===== config.mk =====
export PLATFORM = sky130hd
export DESIGN_NAME = ofs_top
export DESIGN_NICKNAME = d
export VERILOG_FILES = /design/src/hdl/ofs_pkg.sv /design/src/hdl/ofs_top.sv
export SDC_FILE = /design/constraint.sdc
export NUM_CORES = 1
export LEC_CHECK = 0
export ABC_AREA = 1
export BUFFER_PORTS_ARGS = -buffer_cell sky130_fd_sc_hd__buf_2
export CORE_ASPECT_RATIO = 0.7
export CORE_UTILIZATION = 48
export CTS_CLUSTER_DIAMETER = 150
export CTS_CLUSTER_SIZE = 16
export DETAILED_ROUTE_END_ITERATION = 12
export PLACE_DENSITY_LB_ADDON = 0.12
export SLEW_MARGIN = 20
export SYNTH_ARGS = -nofsm -noshare
export SYNTH_HDL_FRONTEND = slang
export SYNTH_SLANG_ARGS = --single-unit

===== constraint.sdc =====
create_clock -name clk -period 2.4 [get_ports clk]
set_input_delay 0.48 -clock clk [delete_from_list [all_inputs] [get_ports clk]]
set_output_delay 0.48 -clock clk [all_outputs]
set_load 0.02 [all_outputs]

===== src/hdl/ofs_pkg.sv =====
package ofs_pkg;
    // clock and documented timing
    localparam int CLK_HZ         = 125_000_000;
    localparam int PULSE_MAX_HZ   = 100;
    localparam int CYCLE_PULSE_MS = 250;
    localparam int PREWARN_MS     = 10_000;
    // least half period rounds up so the pulse never beats the limit
    localparam int PULSE_MIN_HALF  = (CLK_HZ + 2 * PULSE_MAX_HZ - 1) / (2 * PULSE_MAX_HZ);
    localparam int CYCLE_PULSE_CYC = CLK_HZ / 1000 * CYCLE_PULSE_MS;

    // widths
    localparam int ADDR_W  = 8;
    localparam int DATA_W  = 32;
    localparam int BE_W    = 4;
    localparam int CODE_W  = 5;
    localparam int CODES   = 32;
    localparam int PULSE_W = 24;
    localparam int CYC_W   = 25;
    localparam int AIN_W   = 12;
    localparam int TLEFT_W = 16;
    localparam int OUTS    = 3;

    // register byte offsets
    localparam logic [ADDR_W-1:0] OFF_MODE   = 8'h00;
    localparam logic [ADDR_W-1:0] OFF_SWITCH = 8'h04;
    localparam logic [ADDR_W-1:0] OFF_RELAY  = 8'h08;
    localparam logic [ADDR_W-1:0] OFF_OC     = 8'h0c;
    localparam logic [ADDR_W-1:0] OFF_PULSE  = 8'h10;
    localparam logic [ADDR_W-1:0] OFF_STATUS = 8'h14;

    // terminal mode and reset values
    localparam logic              MODE_PULSE  = 1'b0;
    localparam logic              MODE_SWITCH = 1'b1;
    localparam logic [CODE_W-1:0] RST_SWITCH  = 5'h00;
    localparam logic [CODE_W-1:0] RST_RELAY   = 5'h02;
    localparam logic [CODE_W-1:0] RST_OC      = 5'h04;
    localparam logic [PULSE_W-1:0] RST_PULSE  = 24'h000000;

    // output index and status field positions
    localparam int OUT_SWITCH = 0;
    localparam int OUT_RELAY  = 1;
    localparam int OUT_OC     = 2;
    localparam int ST_OUTS    = 0;
    localparam int ST_PULSE   = 3;
    localparam int ST_CYCLE   = 4;
    localparam int ST_MUX     = 5;

    // function codes
    localparam int FN_RUN        = 1;
    localparam int FN_FAULT      = 2;
    localparam int FN_ZERO_RUN   = 5;
    localparam int FN_MOTOR_WARN = 6;
    localparam int FN_DRIVE_WARN = 7;
    localparam int FN_COUNT_SET  = 8;
    localparam int FN_COUNT_DES  = 9;
    localparam int FN_LENGTH     = 10;
    localparam int FN_CYCLE      = 11;
    localparam int FN_RUN_TIME   = 12;
    localparam int FN_FREQ_LIM   = 13;
    localparam int FN_TORQUE     = 14;
    localparam int FN_READY      = 15;
    localparam int FN_AIN_CMP    = 16;
    localparam int FN_UPPER      = 17;
    localparam int FN_LOWER      = 18;
    localparam int FN_UNDERVOLT  = 19;
    localparam int FN_ZERO_ALL   = 23;
    localparam int FN_POWER_ON   = 24;

    // drive conditions from the drive core
    typedef struct packed {
        logic running;
        logic zeroFreq;
        logic faultStop;
        logic motorOverWarn;
        logic driveOverActive;
        logic countSetHit;
        logic countDesHit;
        logic lengthOver;
        logic cycleDone;
        logic runTimeOver;
        logic setBeyondLimit;
        logic atUpperLimit;
        logic atLowerLimit;
        logic torqueAtLimit;
        logic speedMode;
        logic ready;
        logic underVoltage;
        logic powerOnOver;
    } ofs_cond_t;

    // avalon request from the master
    typedef struct packed {
        logic              read;
        logic              write;
        logic [ADDR_W-1:0] address;
        logic [BE_W-1:0]   byteenable;
        logic [DATA_W-1:0] writedata;
    } ofs_avreq_t;
endpackage


===== src/hdl/ofs_top.sv =====
// Function
// RULE1 - terminal mode 0 pulse, 1 switch, default 0
// RULE2 - pulse output never above 100 Hz
// RULE3 - own code per output, defaults 0, 2, 4
// RULE4 - code 0 keeps terminal inactive
// RULE5 - code 1 on while running, zero included
// RULE6 - code 2 on after fault stop
// RULE7 - code 5 on at zero-speed run, off stopped
// RULE8 - code 6 on above motor pre-warning
// RULE9 - code 7 on 10 s before drive overload
// RULE10 - codes 8, 9 on at count reached
// RULE11 - code 10 on when length exceeds setpoint
// RULE12 - code 11 gives 250 ms pulse per cycle
// RULE13 - code 12 on past running-time threshold
// RULE14 - code 13 on when set and output limited
// RULE15 - code 14 on at torque limit stall
// RULE16 - code 15 on when ready to run
// RULE17 - code 16 on when first input exceeds second
// RULE18 - code 17 on at upper frequency limit
// RULE19 - code 18 on at lower limit, off stopped
// RULE20 - code 19 on during undervoltage
// RULE21 - code 23 on at zero frequency or stopped
// RULE22 - code 24 on past power-on threshold
// RULE23 - reserved or unimplemented codes stay inactive
`timescale 1ns/10ps
module ofs_top #(
    parameter int PULSE_MIN_HALF  = ofs_pkg::PULSE_MIN_HALF,
    parameter int CYCLE_PULSE_CYC = ofs_pkg::CYCLE_PULSE_CYC
) (
    input  wire logic                         clk,
    input  wire logic                         reset_n,
    input  wire ofs_pkg::ofs_avreq_t          avReq,
    output logic [ofs_pkg::DATA_W-1:0]        avReadData,
    output logic                              avWaitRequest,
    input  wire ofs_pkg::ofs_cond_t           cond,
    input  wire logic [ofs_pkg::AIN_W-1:0]    firstAnalogInput,
    input  wire logic [ofs_pkg::AIN_W-1:0]    secondAnalogInput,
    input  wire logic [ofs_pkg::TLEFT_W-1:0]  driveOverTimeLeftMs,
    output logic                              multiplexedTerminalOut,
    output logic                              relayOut,
    output logic                              openCollectorOut
);
    localparam int CW = ofs_pkg::CODE_W;
    localparam int DW = ofs_pkg::DATA_W;
    localparam int PW = ofs_pkg::PULSE_W;
    localparam int YW = ofs_pkg::CYC_W;
    localparam logic [PW-1:0] MIN_HALF = PW'(PULSE_MIN_HALF);
    localparam logic [YW-1:0] CYC_LEN  = YW'(CYCLE_PULSE_CYC);
    localparam logic [YW-1:0] CYC_ONE  = YW'(1);
    localparam logic [PW-1:0] PW_ONE   = PW'(1);

    logic               modeReg;
    logic [CW-1:0]      funcReg [ofs_pkg::OUTS];
    logic [PW-1:0]      pulseHalfReg;
    logic [PW-1:0]      pulseCntReg;
    logic               pulseLevelReg;
    logic [YW-1:0]      cycTimerReg;
    logic [ofs_pkg::OUTS-1:0] outReg;
    logic               muxTermReg;
    logic               waitReg;
    logic [DW-1:0]      readDataReg;
    logic [ofs_pkg::CODES-1:0] condVec;
    logic [ofs_pkg::OUTS-1:0]  selCond;
    logic [PW-1:0]      pulseCntNext;
    logic               pulseLevelNext;
    logic [YW-1:0]      cycTimerNext;
    wire  [CW-1:0]      rlyCode = funcReg[ofs_pkg::OUT_RELAY];

    // bus decode; one wait cycle per access keeps read data a clean flop
    wire            req       = avReq.read | avReq.write;
    wire            accept    = req & ~waitReg;
    wire            wrAccept  = accept & avReq.write;
    wire            waitNext  = ~(req & waitReg);
    wire            hitMode   = avReq.address == ofs_pkg::OFF_MODE;
    wire            hitSwitch = avReq.address == ofs_pkg::OFF_SWITCH;
    wire            hitRelay  = avReq.address == ofs_pkg::OFF_RELAY;
    wire            hitOc     = avReq.address == ofs_pkg::OFF_OC;
    wire            hitPulse  = avReq.address == ofs_pkg::OFF_PULSE;
    wire            hitStatus = avReq.address == ofs_pkg::OFF_STATUS;
    wire [DW-1:0]   beMask;

    // byte lanes widen into a bit mask
    genvar b;
    generate
        for (b = 0; b < ofs_pkg::BE_W; b++) begin : g_lane
            assign beMask[b*8 +: 8] = {8{avReq.byteenable[b]}};
        end
    endgenerate

    // current contents of each register as a full word
    wire [DW-1:0] modeWord   = DW'(modeReg);
    wire [DW-1:0] switchWord = DW'(funcReg[ofs_pkg::OUT_SWITCH]);
    wire [DW-1:0] relayWord  = DW'(funcReg[ofs_pkg::OUT_RELAY]);
    wire [DW-1:0] ocWord     = DW'(funcReg[ofs_pkg::OUT_OC]);
    wire [DW-1:0] pulseWord  = DW'(pulseHalfReg);
    wire [DW-1:0] statusWord = DW'({muxTermReg, (cycTimerReg != '0), pulseLevelReg, outReg});

    // unmapped offsets read as zero and ignore writes
    wire [DW-1:0] readWord =
        hitMode   ? modeWord   :
        hitSwitch ? switchWord :
        hitRelay  ? relayWord  :
        hitOc     ? ocWord     :
        hitPulse  ? pulseWord  :
        hitStatus ? statusWord : '0;

    // byte-enable merge of write data into the addressed word
    wire [DW-1:0] mergedWord = (readWord & ~beMask) | (avReq.writedata & beMask);

    // bus handshake and read data capture
    always_ff @(posedge clk) begin
        if (!reset_n) begin
            waitReg     <= 1'b1;
            readDataReg <= '0;
        end else begin
            waitReg <= waitNext;
            if (req && waitReg) begin
                readDataReg <= readWord;
            end
        end
    end

    // configuration writes land on the edge that sees waitrequest low
    always_ff @(posedge clk) begin
        if (!reset_n) begin
            modeReg                      <= ofs_pkg::MODE_PULSE;   // RULE1
            funcReg[ofs_pkg::OUT_SWITCH] <= ofs_pkg::RST_SWITCH;   // RULE3
            funcReg[ofs_pkg::OUT_RELAY]  <= ofs_pkg::RST_RELAY;    // RULE3
            funcReg[ofs_pkg::OUT_OC]     <= ofs_pkg::RST_OC;       // RULE3
            pulseHalfReg                 <= ofs_pkg::RST_PULSE;
        end else if (wrAccept) begin
            if (hitMode) modeReg <= mergedWord[0];
            if (hitSwitch) funcReg[ofs_pkg::OUT_SWITCH] <= mergedWord[CW-1:0];
            if (hitRelay) funcReg[ofs_pkg::OUT_RELAY] <= mergedWord[CW-1:0];
            if (hitOc) funcReg[ofs_pkg::OUT_OC] <= mergedWord[CW-1:0];
            if (hitPulse) pulseHalfReg <= mergedWord[PW-1:0];
        end
    end

    // condition table; codes left at zero stay inactive
    always_comb begin
        condVec = '0;                                                       // RULE4 RULE23
        condVec[ofs_pkg::FN_RUN]        = cond.running;                     // RULE5
        condVec[ofs_pkg::FN_FAULT]      = cond.faultStop;                   // RULE6
        condVec[ofs_pkg::FN_ZERO_RUN]   = cond.running & cond.zeroFreq;     // RULE7
        condVec[ofs_pkg::FN_MOTOR_WARN] = cond.motorOverWarn;               // RULE8
        condVec[ofs_pkg::FN_DRIVE_WARN] = cond.driveOverActive &
            (driveOverTimeLeftMs <= ofs_pkg::TLEFT_W'(ofs_pkg::PREWARN_MS)); // RULE9
        condVec[ofs_pkg::FN_COUNT_SET]  = cond.countSetHit;                 // RULE10
        condVec[ofs_pkg::FN_COUNT_DES]  = cond.countDesHit;                 // RULE10
        condVec[ofs_pkg::FN_LENGTH]     = cond.lengthOver;                  // RULE11
        condVec[ofs_pkg::FN_CYCLE]      = cycTimerReg != '0;                // RULE12
        condVec[ofs_pkg::FN_RUN_TIME]   = cond.runTimeOver;                 // RULE13
        condVec[ofs_pkg::FN_FREQ_LIM]   = cond.setBeyondLimit &
            (cond.atUpperLimit | cond.atLowerLimit);                        // RULE14
        condVec[ofs_pkg::FN_TORQUE]     = cond.speedMode & cond.torqueAtLimit; // RULE15
        condVec[ofs_pkg::FN_READY]      = cond.ready;                       // RULE16
        condVec[ofs_pkg::FN_AIN_CMP]    = firstAnalogInput > secondAnalogInput; // RULE17
        condVec[ofs_pkg::FN_UPPER]      = cond.atUpperLimit;                // RULE18
        condVec[ofs_pkg::FN_LOWER]      = cond.running & cond.atLowerLimit; // RULE19
        condVec[ofs_pkg::FN_UNDERVOLT]  = cond.underVoltage;                // RULE20
        condVec[ofs_pkg::FN_ZERO_ALL]   = cond.zeroFreq | ~cond.running;    // RULE21
        condVec[ofs_pkg::FN_POWER_ON]   = cond.powerOnOver;                 // RULE22
    end

    // each output picks its own condition by its code
    genvar i;
    generate
        for (i = 0; i < ofs_pkg::OUTS; i++) begin : g_sel
            assign selCond[i] = condVec[funcReg[i]];                        // RULE3
        end
    endgenerate

    // pulse generator; the half period is floored so 100 Hz is never passed
    wire          pulseRun  = (modeReg == ofs_pkg::MODE_PULSE) && (pulseHalfReg != '0);
    wire [PW-1:0] halfEff   = (pulseHalfReg < MIN_HALF) ? MIN_HALF : pulseHalfReg; // RULE2
    always_comb begin
        pulseCntNext   = pulseCntReg - PW_ONE;
        pulseLevelNext = pulseLevelReg;
        if (!pulseRun) begin
            pulseCntNext   = '0;
            pulseLevelNext = 1'b0;
        end else if (pulseCntReg == '0) begin
            pulseCntNext   = halfEff - PW_ONE;                              // RULE2
            pulseLevelNext = ~pulseLevelReg;
        end
    end

    // cycle-complete pulse timer; a new cycle end restarts the width
    always_comb begin
        cycTimerNext = (cycTimerReg != '0) ? cycTimerReg - CYC_ONE : '0;
        if (cond.cycleDone) begin
            cycTimerNext = CYC_LEN;                                         // RULE12
        end
    end

    always_ff @(posedge clk) begin
        if (!reset_n) begin
            pulseCntReg   <= '0;
            pulseLevelReg <= 1'b0;
            cycTimerReg   <= '0;
        end else begin
            pulseCntReg   <= pulseCntNext;
            pulseLevelReg <= pulseLevelNext;
            cycTimerReg   <= cycTimerNext;
        end
    end

    // terminal flops; the shared terminal follows its mode
    wire muxTermNext = (modeReg == ofs_pkg::MODE_SWITCH) ?
                       selCond[ofs_pkg::OUT_SWITCH] : pulseLevelReg;        // RULE1
    always_ff @(posedge clk) begin
        if (!reset_n) begin
            outReg     <= '0;
            muxTermReg <= 1'b0;
        end else begin
            outReg     <= selCond;
            muxTermReg <= muxTermNext;
        end
    end

    assign avReadData             = readDataReg;
    assign avWaitRequest          = waitReg;
    assign multiplexedTerminalOut = muxTermReg;
    assign relayOut               = outReg[ofs_pkg::OUT_RELAY];
    assign openCollectorOut       = outReg[ofs_pkg::OUT_OC];

    // helper: cycles since the pulse level last changed
    logic [PW-1:0] sinceToggle;
    always_ff @(posedge clk) begin
        if (!reset_n || !pulseRun || (pulseLevelNext != pulseLevelReg)) begin
            sinceToggle <= '0;
        end else begin
            sinceToggle <= sinceToggle + PW_ONE;
        end
    end
endmodule


### After elaboration in Yosys (flattened, before gate mapping)

Memory sizes are Yosys's and may differ from the RTL's.
Index checks and enable logic that the tools add are counted.
Widths: inputs -> output; s select.

| storage, ports and cells | value |
|---|---|
| bits of input ports | 106 |
| flip-flop bits (word level) | 112 |
| memory bits (writable) | 15 |
| memories kept | 1 |
| output and inout bits | 36 |

Memory list:

| name | depth | bits a word | rd ports | clocked after Yosys merged registers in | write ports | line | RTL |
|---|---|---|---|---|---|---|---|
| funcReg | 3 | 5 | 3 | 0 | 3 | ofs_top.sv:53 | `logic [CW-1:0] funcReg [ofs_pkg::OUTS];` |

| cells by class | value |
|---|---|
| add/subtract/negate cells | 3 |
| reduce and logical (&&, ||, !) cells | 10 |
| eq/ne operators | 5 |
| bitwise operators | 25 |
| order comparisons | 6 |
| multiplexer cells | 33 |

Operators by type and width:

| kind | number |
|---|---|
| $mux 24 | 7 |
| $mux 25 | 2 |
| $and 24x24->24 | 2 |
| $sub 24x1->24 const B | 2 |
| $reduce_bool 25->1 | 1 |
| $sub 25x1->25 const B | 1 |
| $logic_not 24->1 | 1 |
| $lt 24x20->1 const B | 1 |
| $not 24->24 | 1 |
| $or 24x24->24 | 1 |
| $reduce_bool 24->1 | 1 |
| $lt 5x6->1 const B | 3 |
| $mux 1 | 17 |
| $eq 8x4->1 const B | 2 |
| $eq 8x5->1 const B | 2 |
| $le 16x14->1 const B | 1 |
| $bmux 1 s5 | 3 |
| $mux 5 | 3 |
| $gt 12x12->1 | 1 |
| $and 1x1->1 | 8 |
| $eq 8x3->1 const B | 1 |
| $logic_not 8->1 | 1 |
| $not 1->1 | 7 |
| $mux 6 | 1 |
| other kinds (4) | 12 |

### Longest topological paths before layout

Gate-level depths: netlist of the first run.

| logic depth | value |
|---|---|
| word-level depth | 10 |
| gate-level depth with buffers | 20 |
| mapped depth without buffers | 19 |

### Least setup slack after synthesis of the first run

No wires, ideal clock.

| timing | value |
|---|---|
| kind | in2reg |
| start | in avReq[41] (netlist bit) |
| end | mem funcReg[0][0] (netlist bit), enable pin |
| cell stages on the path | 5 |
| path buffers | 0 |
| setup slack | 319 ps |
| setup time | 374 ps |
| required time | 2026 ps |
| data arrival time | 1708 ps |
| cells stage by stage | nor2_1 > nand3_1 > nor4_2 > inv_1 > o21ai_0 |

RTL lines:

| what | line | RTL |
|---|---|---|
| start: declaration | ofs_top.sv:32 | `input wire ofs_pkg::ofs_avreq_t avReq,` |
| end: declaration | ofs_top.sv:53 |  |

### Worst setup path after layout of the first run

| timing | value |
|---|---|
| start | reg pulseHalfReg[12] |
| end | reg pulseCntReg[20] |

| on the way | value |
|---|---|
| longest elaborated chain between the ends | 4 |

RTL lines:

| what | line | RTL |
|---|---|---|
| start: declaration | ofs_top.sv:54 | `logic [PW-1:0] pulseHalfReg;` |
| start signal: assignment | ofs_top.sv:130 | `pulseHalfReg <= ofs_pkg::RST_PULSE;` |
| start signal: assignment | ofs_top.sv:136 | `if (hitPulse) pulseHalfReg <= mergedWord[PW-1:0];` |
| $lt 24x20->1 | ofs_top.sv:176 | `wire [PW-1:0] halfEff = (pulseHalfReg < MIN_HALF) ? MIN_HALF : pulseHalfReg;` |
| $mux 24 | ofs_top.sv:176 |  |
| $sub 24x1->24 | ofs_top.sv:184 | `pulseCntNext = halfEff - PW_ONE;` |
| $mux 24 | ofs_top.sv:183 | `end else if (pulseCntReg == '0) begin` |
| end signal: assignment | ofs_top.sv:203 | `pulseCntReg <= pulseCntNext;` |
| end: declaration | ofs_top.sv:55 | `logic [PW-1:0] pulseCntReg;` |

Several ways; a longest one is shown, not always the timed one.
A chain may end at the register's enable or synchronous reset.

==> flow_metrics.py, run 1 <==
metrics = {
    "outcome": {
        "status": "complete, no violations",
    },
    "place": {
        "finalWeightedCongestion": 0.936,
        "place_hpwl_um": 15900,
        "port_buffers": 124,
        "dp_cells": 1385,
    },
    "worst_setup_path": {
        "crit_arrival_ns": 2.56,
        "worst_setup_path_end_kind": "flop",
        "crit_type": "flop to flop",
        "required_ns": 2.71,
        "slowest_delay_ns": 0.31,
        "path_cells": "nor2_1 -> nand2_1 -> nor2_1 -> nand3_2 -> nand3_4 -> buf_12 -> nand2_1 -> nand2_1 -> nand2_1 -> nor2_4 -> nand3_1 -> nor2_2 -> nand3_1 -> nand2_1 -> nor2_1",
        "start_kind": "flop",
        "path_max_fanout": 18,
        "crit_top_cell": "nand2_1",
        "slowest_stage": "dfxtp_1",
    },
    "finish": {
        "area_growth_pct": 22.8,
        "finish.utilization": 0.614,
        "finalNetCount": 1334,
        "diodes": 0,
        "fillers": 1340,
        "stdcell_count": 1417,
        "drive_gt1_frac": 0.197,
    },
    "clocking": {
        "h-tree-depth": 4,
        "clockBufferDepth": 2,
        "clock_sinks": 119,
        "cts_made_buffers": 17,
        "cts_root_buf": "clkbuf_16",
        "path_clk_slew_ns": 0.06,
        "clk_latency_ns": 0.43,
        "cts_tree": "yes",
    },
    "flow_run": {
        "drv_cap": 0,
    },
    "routing": {
        "avgViaCountPerCell": 5.31,
        "drtIter0Drc": 757,
        "first_pass_iters": 7,
        "drt_wl_total_um": 20900,
        "post-route-drc-count": 0,
        "post_drt_wl_per_cell_um": 14.7,
        "route.vias.total": 7526,
        "ant_nets": 0,
    },
    "power_and_ir_drop": {
        "power.leakage_uw": 0.00396,
        "power_per_cell_area_nw_per_um2": 634,
        "max-vdd-ir-drop_mv": 0.546,
    },
    "timing": {
        "fin_crit_ns": 2.25,
        "worst_slew_pin_slew_ns": 0.767,
        "setup_viol": 0,
        "rsz0062_at_grt": "true",
        "hold_violations": 0,
        "fin_skew_ns": 0.0132,
        "max_freq_mhz": 445,
        "report.final.slew_viol_count": 0,
        "slew_headroom": 0.488,
        "fin_crit_sh": 0.937,
    },
    "logic_synthesis": {
        "async_flop_share": 0,
        "ys_seq_area_frac": 0.357,
        "ys_seq_elements": 119,
        "synth-edff-count": 15,
        "synth_ff_type": "dfxtp_1",
        "syn_avg_cell_area_um2": 6.60,
        "synthCells": 1075,
        "synth_area_um2": 7090,
        "synth_cell_types": 47,
        "ys.warnings.count": 0,
    },
    "die": {
        "initial_core_util": 0.500,
        "io_pins": 142,
        "die_y_um": 104,
        "core_um2": 14200,
        "fp.dieW_um": 147,
        "die-area_um2": 15300,
        "std_cell_rows": 36,
    },
    "global_route": {
        "antenna_found_initial": 0,
        "grt_pass1_wl_um": 33900,
        "grt_max_degree": 35,
        "overflow": 0,
        "grt_use_total": 0.282,
        "grt_pass1_vias": 6795,
    },
    "worst_hold_path": {
        "min_path_type": "input pin to flop",
    },
}
## layout make-up
| class | count | area [um^2] | share of cell area |
|---|---|---|---|
| multi-input combinational | 772 | 3910 | 0.448 |
| sequential | 119 | 2540 | 0.291 |
| timing repair buffer | 148 | 838 | 0.0963 |
| inverter | 156 | 586 | 0.0672 |
| clock buffer | 20 | 468 | 0.0537 |
| tap | 190 | 238 | 0.0273 |
| clock inverter | 12 | 136 | 0.0157 |
## synth_stat cells, drive strengths merged, types with 2 or more instances
library cell	number	area (um^2)
buf	17	120
nor4	8	56.3
o21ai	74	370
or2	6	37.5
nand2	198	773
nand4	17	106
nor2	221	882
inv	154	578
a21oi	86	445
xor2	8	70.1
nand3	60	315
o2111ai	6	52.6
clkbuf	18	67.6
dfxtp	104	2080
edfxtp	15	450
a211oi	3	22.5
nand3b	4	30.0
o21a	6	45.0
o211ai	9	67.6
nor3	10	50.1
xnor2	5	43.8
clkinv	2	7.51
ha	14	175
a31oi	2	12.5
a221oi	19	166
## stage by stage
step                setup slack [ns]  cell area, um^2  hold slack [ns]  total power [uW]  TNS (ns)
floorplan                      0.319             7120            0.414              2670         0
CTS                            0.104             8610            0.356              5530         0
finish                         0.152             8710            0.364              5520         0
detailed placement            0.0845             8010            0.434              2920         0
global placement               0.140             8010            0.426              2910         0
global route                -0.00733             8710            0.374              5720  -0.00933
## cells by family after synthesis
logic type	Yosys count	synth area share
muxes	1	0.00141
buffers and inverters	191	0.109
and+or+nand+nor	526	0.319
adders and majority gates	14	0.0247
xor gates and xnor gates	13	0.0161
AOI/OAI and AO/OA	210	0.172
other	1	0.000529
DFF	119	0.357
## final timing paths
check | start | end | slack, ns | depth (start not counted)
min | avReq[22] | pulseHalfReg[22] | 0.36 | 3
max | pulseHalfReg[12] | pulseCntReg[20] | 0.15 | 15
min reg2reg | cycTimerReg[0] | cycTimerReg[0] | 0.45 | 1
max reg2reg | pulseHalfReg[12] | pulseCntReg[20] | 0.15 | 15
## state kept, by name, summed over array words and instances, names as in the netlist
signal and cells:
pulseHalfReg 24, pulseCntReg 24, avReadData 24, funcReg 15, multiplexedTerminalOut 1, cycTimerReg 25, outReg 3, modeReg 1
avWaitRequest 1, pulseLevelReg 1
## cells in the final DEF, fill, tap and decap left out, drive strengths merged, types with 5 or more instances in the layout
cell / n
conb: 8
xnor2: 5
o211ai: 9
o21a: 6
nand4: 17
inv: 159
nor3: 10
dfxtp: 104
nor2: 221
o21ai: 74
edfxtp: 15
nand2: 198
a21oi: 86
clkbuf: 20
ha: 14
nor4: 8
xor2: 8
nand3: 60
o2111ai: 6
or2: 6
buf: 148
a221oi: 19
## worst max-delay path, delay by kind of cell, from the launching register on
kind | cells | cell delay [ns]
simple gates | 14 | 1.66
flops | 1 | 0.31
buf+inv | 1 | 0.17
## what timing repair did
| item | CTS | global route |
|---|---|---|
| gates resized for setup | 0 | 29 |
| hold buffers | 0 | 0 |
| setup buffers | 0 | 0 |
| endpoints found under the setup margin | 0 | 21 |
## report_power, final
| group | leakage, uW | switching [uW] | total (uW) | internal [uW] |
|---|---|---|---|---|
| logic | 0.00268 | 470 | 738 | 268 |
| registers | 0.000998 | 65.3 | 2160 | 2100 |
| clock network | 0.000286 | 994 | 2620 | 1630 |
| total | 0.00396 | 1530 | 5520 | 3990 |
## layer usage
metal  wire length [um]  vias to the layer above  GRT usage
li1                   -                     3791          -
met1              10400                     3333      0.439
met2               7740                      370      0.370
met3               2450                       32     0.0705
met4                252                        0     0.0817
met5                  0                        -          0
Note: power is estimated with default switching activity, not from simulation.
==> run 2: changes to the inputs <==
==> constraint.sdc (replaced) <==
create_clock -name clk -period 1.9 [get_ports clk]
set_input_delay 0.38 -clock clk [delete_from_list [all_inputs] [get_ports clk]]
set_output_delay 0.38 -clock clk [all_outputs]
set_load 0.02 [all_outputs]
==> run 2 against run 1 <==
Effect of this change: the run now ends with setup timing left; total power up 32%; sequential power up 27%; setup slack worse by 0.53 ns; sequential cell count unchanged; first-iteration DRC count up 6.5%; sequential share of layout area down 4.8 points; core utilization up 13 points; largest cell class unchanged; highest routed layer unchanged.
==> flow_metrics.py, run 2 (synthesized netlist as in run 1, its figures left out) <==
metrics = {
    "routing": {
        "first_pass_iters": 5,
        "drt_wl_total_um": 24800,
        "post_drt_wl_per_cell_um": 15.8,
        "avgViaCountPerCell": 5.37,
        "ant_nets": 0,
        "drtIter0Drc": 806,
        "post-route-drc-count": 0,
        "route.vias.total": 8414,
    },
    "worst_hold_path": {
        "min_path_type": "input pin to flop",
    },
    "place": {
        "place_hpwl_um": 17000,
        "place_area_um2": 8900,
        "dpl_worst_slack_ns": -0.435,
        "finalWeightedCongestion": 0.942,
        "dp_cells": 1500,
        "port_buffers": 124,
    },
    "timing": {
        "report.final.slew_viol_count": 0,
        "max_freq_mhz": 438,
        "fin_crit_ns": 2.28,
        "worst_slew_pin_slew_ns": 0.801,
        "hold_violations": 0,
        "rsz0062_at_grt": "true",
        "slew_headroom": 0.465,
        "setup_viol": 27,
        "worst_slack_ns": -0.382,
        "fin_skew_ns": 0.0189,
        "fin_crit_sh": 1.20,
    },
    "worst_setup_path": {
        "crit_top_cell": "buf_4",
        "worst_setup_path_end_kind": "flop",
        "slowest_delay_ns": 0.32,
        "crit_type": "flop to flop",
        "required_ns": 2.23,
        "slowest_stage": "dfxtp_2",
        "path_buf_inv": 5,
        "path_cells": "nor2_2 -> nand3_2 -> nor2_4 -> nand2_4 -> buf_12 -> inv_4 -> buf_4 -> nor2_1 -> a21oi_4 -> buf_4 -> nor2_4 -> buf_4 -> nand2_1 -> o21ai_0 -> a21oi_1",
        "cp_top_family": "simple AND/OR/NAND/NOR gates",
        "crit_arrival_ns": 2.61,
        "start_kind": "flop",
        "path_max_fanout": 6,
    },
    "finish": {
        "largest_reg_flops": 25,
        "finish.utilization": 0.740,
        "finalNetCount": 1485,
        "seqCellArea_um2": 2560,
        "area_growth_pct": 48.1,
        "mostFrequentLayoutCells": "nand2_1 (159), buf_4 (158), nor2_1 (154), inv_1 (132), buf_2 (124)",
        "final_common_cell": "nand2_1",
        "drive_gt1_frac": 0.380,
        "diodes": 0,
        "largest_register": "cycTimerReg",
        "multi_input_area_um2": 4440,
        "stdcell_count": 1568,
        "fillers": 1074,
        "design_area_um2": 10500,
    },
    "power_and_ir_drop": {
        "seqPwrFrac": 0.377,
        "p_switching_uw": 2110,
        "max-vdd-ir-drop_mv": 0.678,
        "power_per_cell_area_nw_per_um2": 694,
        "netSwitchingFraction": 0.289,
        "power.leakage_uw": 0.00484,
        "internal_power_uw": 5180,
        "p_clk_frac": 0.443,
        "p_comb_frac": 0.180,
    },
    "die": {
        "core_um2": 14200,
        "die-area_um2": 15300,
        "io_pins": 142,
        "fp.dieW_um": 147,
        "initial_core_util": 0.500,
        "std_cell_rows": 36,
        "die_y_um": 104,
    },
    "clocking": {
        "clk_latency_ns": 0.42,
        "clock_sinks": 119,
        "clockBufferDepth": 2,
        "cts_tree": "yes",
        "cts_made_buffers": 17,
        "path_clk_slew_ns": 0.06,
        "cts_root_buf": "clkbuf_16",
        "h-tree-depth": 4,
    },
    "global_route": {
        "grt_pass1_vias": 7421,
        "overflow": 0,
        "grt_pass1_wl_um": 37200,
        "grt_use_total": 0.308,
        "grt_max_degree": 32,
        "antenna_found_initial": 0,
    },
    "outcome": {
        "violations": "setup timing",
        "status": "finished with violations",
    },
    "flow_run": {
        "drv_cap": 0,
    },
}
-- run 2: cell types whose count changed in the layout (fill, tap and decap cells not counted), sizes merged --
cell	before	now
buf	148	298
clkinv	3	4
-- run 2: through the flow --
| stage | power, uW | TNS, ns | hold WS [ns] |
|---|---|---|---|
| final | 7290 | -5.94 | 0.266 |
| after global routing | 7560 | -8.56 | 0.282 |
| after floorplan | 3370 | -0.189 | 0.414 |
| after CTS | 7080 | -2.97 | 0.253 |
| after global placement | 3780 | -8.04 | 0.472 |
| after detailed placement | 3800 | -9.47 | 0.472 |
-- run 2: path summary, 6_finish.rpt --
path	from	end	slack [ns]	cells past startpoint
worst max register to register	pulseCntReg[17]	pulseCntReg[12]	-0.38	15
worst min-delay path	avReq[22]	pulseHalfReg[22]	0.27	3
worst min register to register	cycTimerReg[24]	cycTimerReg[24]	0.48	2
worst max-delay path	pulseCntReg[17]	pulseCntReg[12]	-0.38	15
-- run 2: repair_timing --
item / 4_1_cts / 5_1_grt
cloned: 1 / 1
setup buffers: 17 / 20
pin swaps: 31 / 64
hold buffers: 0 / 0
resized for setup: 73 / 144
setup endpoints to repair: 33 / 56
-- run 2: final cells by class --
| type | instances | share of cell area |
|---|---|---|
| clock inverters | 13 | 0.0136 |
| multi-input cells | 772 | 0.423 |
| well taps | 190 | 0.0226 |
| clock buffers | 19 | 0.0422 |
| inverters | 156 | 0.0571 |
| repair buffers | 299 | 0.198 |
| flip-flops and latches | 119 | 0.244 |
-- run 2: metal layers --
metal  vias up  routed length (um)  track usage
li1       4092                   -            -
met1      3815               11500        0.471
met2       467               10200        0.418
met3        40                2730       0.0802
met4         0                 397       0.0795
met5         -                   0            0
-- run 2: worst reg2reg max path, delay by kind of cell, from the launching register on --
kind	cells	cell delay, ns
DFF	1	0.32
and+or+nand+nor	7	0.73
buffers and inverters	5	0.63
AOI/OAI and AO/OA	3	0.50
-- run 2: power groups by stage --
stage	registers (uW)	logic, uW	clock network [uW]
final	2740	1310	3230
after global routing	2750	1420	3380
after CTS	2730	1110	3240
after detailed placement	2770	1020	0
after global placement	2770	1010	0
after floorplan	2810	562	0
